===== src/hw/pcscs_pkg.sv =====
// shared constants and types of the bus clock source selector
package pcscs_pkg;
	// ---------------------------------------------------------------
	// register map (byte addresses)
	// ---------------------------------------------------------------
	localparam logic [3:0] OFS_OUT_CTRL = 4'h0;
	localparam logic [3:0] OFS_STATUS = 4'h4;
	localparam logic [31:0] OUT_CTRL_RST = 32'h0000_0000;
	// status bit positions
	localparam int ST_HOST = 0;
	localparam int ST_DRIVE = 1;
	localparam int ST_HALVE = 2;
	localparam int ST_PRI_REF = 3;
	localparam int ST_LOCK = 4;
	// ---------------------------------------------------------------
	// responses and counts
	// ---------------------------------------------------------------
	localparam logic [1:0] RESP_OKAY = 2'h0;
	localparam logic [1:0] RESP_SLVERR = 2'h2;
	localparam logic [2:0] LOCK_EDGES = 3'h4;
	// reset-time configuration captured after reset release
	typedef struct packed {
		logic host_mode_sel;
		logic bus_clock_drive_sel;
		logic sync_out_halve_sel;
	} pcscs_cfg_t;
endpackage : pcscs_pkg


===== src/hw/pcscs_top.sv =====
// primary clock select, bus clock outputs and their control registers
// Operation
// - host mode with clock drive set takes the board reference as primary
// - agent mode takes the bus clock input as primary clock
// - host drive mode feeds reference to halving stage and output muxes
// - halve select picks reference or reference/2 for the sync output
// - each bus clock output runs only when its own enable bit is set
// - internal clocking locks to the sync clock returning on sync input
//
// The implementer's own choices: the AXI4-Lite register port and the register offsets.
module pcscs_top #(
	parameter int NUM_OUT = 5
) (
	// clock and reset
	input wire logic CLK_I,
	input wire logic RST_N_I,
	// reset-time configuration
	input wire logic HOST_MODE_SEL_I,
	input wire logic BUS_CLOCK_DRIVE_SEL_I,
	input wire logic SYNC_OUT_HALVE_SEL_I,
	// clock pins
	input wire logic BOARD_REF_CLOCK_IN_I,
	input wire logic BUS_CLOCK_IN_I,
	input wire logic SYNC_IN_I,
	output logic SYNC_OUT_O,
	output logic [NUM_OUT-1:0] BUS_CLOCK_OUT_O,
	output logic PRIMARY_CLOCK_O,
	output logic PRIMARY_IS_REF_O,
	output logic SYNC_LOCKED_O,
	// axi4-lite slave
	input wire logic [3:0] AWADDR_I,
	input wire logic AWVALID_I,
	output logic AWREADY_O,
	input wire logic [31:0] WDATA_I,
	input wire logic [3:0] WSTRB_I,
	input wire logic WVALID_I,
	output logic WREADY_O,
	output logic [1:0] BRESP_O,
	output logic BVALID_O,
	input wire logic BREADY_I,
	input wire logic [3:0] ARADDR_I,
	input wire logic ARVALID_I,
	output logic ARREADY_O,
	output logic [31:0] RDATA_O,
	output logic [1:0] RRESP_O,
	output logic RVALID_O,
	input wire logic RREADY_I
);
	// ---------------------------------------------------------------
	// reset release and configuration capture
	// ---------------------------------------------------------------
	logic rst_meta, rst_n;
	always_ff @(posedge CLK_I or negedge RST_N_I) begin
		if (!RST_N_I) begin
			rst_meta <= 1'b0;
			rst_n <= 1'b0;
		end else begin
			rst_meta <= 1'b1;
			rst_n <= rst_meta;
		end
	end

	pcscs_pkg::pcscs_cfg_t cfg, next_cfg;
	logic cfg_done, next_cfg_done;
	logic host_drive;
	logic next_is_ref;
	always_comb begin
		next_cfg = cfg;
		next_cfg_done = 1'b1;
		if (!cfg_done) begin
			next_cfg.host_mode_sel = HOST_MODE_SEL_I;
			next_cfg.bus_clock_drive_sel = BUS_CLOCK_DRIVE_SEL_I;
			next_cfg.sync_out_halve_sel = SYNC_OUT_HALVE_SEL_I;
		end
		next_is_ref = next_cfg.host_mode_sel & next_cfg.bus_clock_drive_sel;
	end
	always_ff @(posedge CLK_I or negedge rst_n) begin
		if (!rst_n) begin
			cfg <= '0;
			cfg_done <= 1'b0;
			PRIMARY_IS_REF_O <= 1'b0;
		end else begin
			cfg <= next_cfg;
			cfg_done <= next_cfg_done;
			PRIMARY_IS_REF_O <= next_is_ref;
		end
	end
	assign host_drive = cfg.host_mode_sel & cfg.bus_clock_drive_sel;

	// ---------------------------------------------------------------
	// clock generation
	// ---------------------------------------------------------------
	logic ref_q, ref_prev, half, next_half, src;
	logic bus_q, sync_q, sync_prev;
	logic [2:0] lock_cnt, next_lock_cnt;
	logic [NUM_OUT-1:0] en_eff, next_en_eff;
	logic [31:0] out_ctrl, next_out_ctrl;
	logic next_sync_out, next_primary, next_locked;
	logic [NUM_OUT-1:0] next_bus_out;

	assign src = cfg.sync_out_halve_sel ? half : ref_q;
	always_comb begin
		next_half = half;
		if (host_drive && ref_q && !ref_prev)
			next_half = ~half;
		next_sync_out = host_drive & src;
		next_primary = host_drive ? ref_q : bus_q;
		next_en_eff = en_eff;
		// enables move only while the source is low
		if (!src)
			next_en_eff = out_ctrl[NUM_OUT-1:0];
		next_bus_out = {NUM_OUT{host_drive & src}} & en_eff;
		next_lock_cnt = lock_cnt;
		if (!host_drive)
			next_lock_cnt = '0;
		else if (sync_q && !sync_prev && lock_cnt != pcscs_pkg::LOCK_EDGES)
			next_lock_cnt = lock_cnt + 3'h1;
		next_locked = (next_lock_cnt == pcscs_pkg::LOCK_EDGES);
	end
	always_ff @(posedge CLK_I or negedge rst_n) begin
		if (!rst_n) begin
			ref_q <= 1'b0;
			ref_prev <= 1'b0;
			half <= 1'b0;
			bus_q <= 1'b0;
			sync_q <= 1'b0;
			sync_prev <= 1'b0;
			lock_cnt <= '0;
			en_eff <= '0;
			SYNC_OUT_O <= 1'b0;
			BUS_CLOCK_OUT_O <= '0;
			PRIMARY_CLOCK_O <= 1'b0;
			SYNC_LOCKED_O <= 1'b0;
		end else begin
			ref_q <= BOARD_REF_CLOCK_IN_I;
			ref_prev <= ref_q;
			half <= next_half;
			bus_q <= BUS_CLOCK_IN_I;
			sync_q <= SYNC_IN_I;
			sync_prev <= sync_q;
			lock_cnt <= next_lock_cnt;
			en_eff <= next_en_eff;
			SYNC_OUT_O <= next_sync_out;
			BUS_CLOCK_OUT_O <= next_bus_out;
			PRIMARY_CLOCK_O <= next_primary;
			SYNC_LOCKED_O <= next_locked;
		end
	end

	// ---------------------------------------------------------------
	// register slave
	// ---------------------------------------------------------------
	logic wr_go, rd_go;
	logic next_bvalid, next_rvalid;
	logic [1:0] next_bresp, next_rresp;
	logic [31:0] next_rdata, status;
	assign wr_go = AWVALID_I & WVALID_I & ~BVALID_O;
	assign rd_go = ARVALID_I & ~RVALID_O;
	assign AWREADY_O = wr_go;
	assign WREADY_O = wr_go;
	assign ARREADY_O = ~RVALID_O;
	always_comb begin
		status = '0;
		status[pcscs_pkg::ST_HOST] = cfg.host_mode_sel;
		status[pcscs_pkg::ST_DRIVE] = cfg.bus_clock_drive_sel;
		status[pcscs_pkg::ST_HALVE] = cfg.sync_out_halve_sel;
		status[pcscs_pkg::ST_PRI_REF] = host_drive;
		status[pcscs_pkg::ST_LOCK] = SYNC_LOCKED_O;
		next_out_ctrl = out_ctrl;
		next_bvalid = BVALID_O & ~BREADY_I;
		next_bresp = BRESP_O;
		if (wr_go) begin
			next_bvalid = 1'b1;
			next_bresp = pcscs_pkg::RESP_OKAY;
			if (AWADDR_I == pcscs_pkg::OFS_OUT_CTRL) begin
				for (int b = 0; b < 4; b++)
					if (WSTRB_I[b])
						next_out_ctrl[b*8 +: 8] = WDATA_I[b*8 +: 8];
				next_out_ctrl[31:NUM_OUT] = '0;
			end else if (AWADDR_I != pcscs_pkg::OFS_STATUS)
				next_bresp = pcscs_pkg::RESP_SLVERR;
		end
		next_rvalid = RVALID_O & ~RREADY_I;
		next_rdata = RDATA_O;
		next_rresp = RRESP_O;
		if (rd_go) begin
			next_rvalid = 1'b1;
			next_rresp = pcscs_pkg::RESP_OKAY;
			if (ARADDR_I == pcscs_pkg::OFS_OUT_CTRL)
				next_rdata = out_ctrl;
			else if (ARADDR_I == pcscs_pkg::OFS_STATUS)
				next_rdata = status;
			else begin
				next_rdata = '0;
				next_rresp = pcscs_pkg::RESP_SLVERR;
			end
		end
	end
	always_ff @(posedge CLK_I or negedge rst_n) begin
		if (!rst_n) begin
			out_ctrl <= pcscs_pkg::OUT_CTRL_RST;
			BVALID_O <= 1'b0;
			BRESP_O <= 2'h0;
			RVALID_O <= 1'b0;
			RDATA_O <= 32'h0000_0000;
			RRESP_O <= 2'h0;
		end else begin
			out_ctrl <= next_out_ctrl;
			BVALID_O <= next_bvalid;
			BRESP_O <= next_bresp;
			RVALID_O <= next_rvalid;
			RDATA_O <= next_rdata;
			RRESP_O <= next_rresp;
		end
	end
endmodule : pcscs_top


===== config.mk =====
export PLATFORM = sky130hd
export DESIGN_NAME = pcscs_top
export DESIGN_NICKNAME = d
export VERILOG_FILES = /design/src/hw/pcscs_pkg.sv /design/src/hw/pcscs_top.sv
export SDC_FILE = /design/constraint.sdc
export NUM_CORES = 1
export LEC_CHECK = 0
export BUFFER_PORTS_ARGS = -buffer_cell sky130_fd_sc_hd__buf_2
export CELL_PAD_IN_SITES_DETAIL_PLACEMENT = 0
export CELL_PAD_IN_SITES_GLOBAL_PLACEMENT = 1
export CORE_UTILIZATION = 35
export CTS_BUF_LIST = sky130_fd_sc_hd__clkbuf_8
export DETAILED_ROUTE_END_ITERATION = 12
export GPL_TIMING_DRIVEN = 0
export PLACE_DENSITY_LB_ADDON = 0.1
export SKIP_CTS_REPAIR_TIMING = 1
export SYNTH_ARGS = -nofsm -noshare
export SYNTH_HDL_FRONTEND = slang
export SYNTH_SLANG_ARGS = --single-unit

===== constraint.sdc =====
create_clock -name CLK_I -period 1.7 [get_ports CLK_I]
set_input_delay 0.34 -clock CLK_I [delete_from_list [all_inputs] [get_ports CLK_I]]
set_output_delay 0.34 -clock CLK_I [all_outputs]
set_load 0.02 [all_outputs]

==> results.cfg <==
[status]
status = finished, final reports clean

[logic_synthesis]
ys_types = 34
yosys_warnings = 0
netlist_area_mm2 = 0.002021
syn_avg_cell_area_um2 = 13.21
synthCells = 153
synth.yosys.seq_area_share_pct = 53.25
ys_ff_latch = 43

[place]
placed_area_mm2 = 0.002451
port_buffers = 46
place_ws_ns = 0.2429
dpl.cell_count = 300
dp_hpwl_um = 2548
place_congestion = 0.7000

[detailed_routing]
first_iter_violations = 36
wirelength_um = 3328
wire_per_inst_um = 10.77
antenna_left = 0
drc_errors = 0
via_count = 1220
drtPass1Iterations = 4
viasPerCell = 3.948

[sta]
tns_ns = 0
rsz0062_at_grt = no
fmax_ghz = 0.6485
skew_ns = 0.007346
setup_viol = 0
period_share_pct = 90.71
slew_viol_final = 0
relSlewSlack_pct = 42.10
fin_crit_ns = 1.542
worstMarginPinSlew_ns = 0.8685
final-hold-violation-count = 0
fin_ws_ns = 0.1579

[power]
finalPower_mw = 2.330
leakagePower_nw = 1.398
swShare_pct = 27.92
cellPowerDensity_mw_per_mm2 = 912.7
pwr-share-seq_pct = 52.0
p_clk_share_pct = 27.7
ir_drop_mv = 0.5057
p_switching_mw = 0.6504
p_comb_share_pct = 20.3
p_int_mw = 1.679

[floorplan]
die_h_um = 77.98
start_util_pct = 36.47
core_area_mm2 = 0.005540
die_w_um = 77.98
rows = 27
die_area_mm2 = 0.006081
pin_count = 107

[global_routing]
antenna_found_initial = 0
grt_max_degree = 42
grt_usage_pct = 12.20
grt_pass1_wl_um = 5547
grt-ovfl-total = 0
grt_pass1_vias = 1148

[critical_path]
cp.required_ns = 1.36
critical_path_arrival_ns = 1.20
cp_max_fo = 4
startpoint_type = register
crit_family = flip-flops
critPathBufInv = 3
crit_path_end_kind = primary output
critPathMaxStageDelay_ns = 0.41
cpMaxStageDelayCell = dfrtp_1
crit_chain = nand3b_4 -> inv_2 -> buf_4 -> buf_2
critPathKind = reg -> out

[layout]
fin_area_mm2 = 0.002552
multi_input_area_um2 = 785.8
final_common_cell = buf_2
fin_nets = 295
drive_gt1_share_pct = 49.37
regArea_mm2 = 0.001077
syn2layout_area_growth_pct = 26.32
num-fill-cells = 537
diodes = 0
instances_no_fill = 309
final_cell_mix = buf_2 (47), dfrtp_1 (42), conb_1 (31)

[run]
maxCapViolations = 0

[clock_network]
cts_sinks = 43
path_clk_slew_ns = 0.08
root_buffer = clkbuf_8
clk_latency_ns = 0.29
cts_buffers = 5
htreeDepth = 2
clockBufferDepth = 2
cts_tree = yes

[hold_path]
hold_class = in -> reg
[layout make-up]
type,instances,area share [%]
clock buffers,6,3.235
clock inverters,2,0.3431
inverters,6,0.8824
plain buffers,33,9.608
flip-flops and latches,43,42.21
repair buffers,47,9.412
multi-input cells,100,30.78
well taps,72,3.529
[cells in the mapped netlist]
master	instances	share of area (%)
o31ai_2	5	3.1
mux2_2	5	2.8
mux2i_1	5	2.5
nor2b_1	1	0.31
nand2b_4	1	0.68
nor3_4	1	0.81
nand4b_4	1	1.2
nand2_1	9	1.7
o2111ai_1	1	0.43
a211o_1	1	0.43
or4_4	1	0.56
ha_1	2	1.2
nand2b_1	1	0.31
and2_1	8	2.5
nor2_4	1	0.56
mux2i_4	1	1.1
inv_1	4	0.74
xor2_1	1	0.43
o211ai_1	1	0.37
nand3b_4	1	0.99
buf_2	1	0.25
buf_6	1	0.56
conb_1	2	0.37
nand3_1	2	0.50
a21oi_1	2	0.50
or3_4	1	0.56
nor3b_1	1	0.37
inv_2	2	0.37
mux2_4	10	7.4
buf_1	1	0.19
a22oi_2	1	0.62
buf_4	30	11
o21ai_0	5	1.2
dfrtp_1	43	53
[per-layer routing]
layer	vias to the layer above	global-route usage, %	wire length [um]
met1	556	15.49	1450
li1	617	-	-
met2	42	19.20	1595
met3	5	3.882	230
met5	-	0	0
met4	0	5.000	51
[flip-flops by register name, indices dropped and copies added, names as in the netlist, 3 cells and up]
signal and flops:
out_ctrl 5, RDATA_O 5, BUS_CLOCK_OUT_O 5, en_eff 5, lock_cnt 3, cfg 3
[power by group through the flow]
stage          registers [mW]  clock network (mW)  logic [mW]
3_3_place_gp             1.23                   0       0.475
6_report                 1.21               0.644       0.474
3_5_place_dp             1.23                   0       0.475
5_1_grt                  1.23               0.717       0.515
2_1_floorplan            1.25                   0       0.333
4_1_cts                  1.21               0.670       0.477
[stage by stage]
| step | utilization (%) | hold WS, ns |
|---|---|---|
| finish | 46.07 | 0.1584 |
| detailed placement | 44.24 | 0.1264 |
| floorplan | - | 0.04441 |
| global placement | 44.22 | 0.1265 |
| global route | 46.07 | 0.1449 |
| CTS | 45.89 | -0.1937 |
[cell families (layout without fill, tap and decap cells)]
kind of cell	count (synthesis)	after routing	share of synthesized area (%)
adder cells (fa/ha/maj)	2	2	1.238
other	2	31	0.3717
AO/OA/AOI/OAI	16	16	6.687
AND/OR/NAND/NOR	29	29	10.96
multiplexers	21	21	13.81
buffers and inverters	39	94	13.25
XOR/XNOR	1	1	0.4335
flip-flops	43	43	53.25
[path summary, 6_finish.rpt]
check,endpoint,slack [ns],startpoint,cells after the start
setup reg to reg,SYNC_LOCKED_O$_DFF_PN0_,0.24,lock_cnt[0]$_DFF_PN0_,5
min in group asynchronous,rst_n$_DFF_PN0_,0.35,RST_N_I,2
hold reg to reg,rst_n$_DFF_PN0_,0.36,rst_meta$_DFF_PN0_,0
setup / recovery,WREADY_O,0.16,BVALID_O$_DFF_PN0_,4
max in group asynchronous,lock_cnt[0]$_DFF_PN0_,0.76,rst_n$_DFF_PN0_,0
hold / removal,ref_q$_DFF_PN0_,0.16,BOARD_REF_CLOCK_IN_I,1
(Power assumes the default switching activity.)
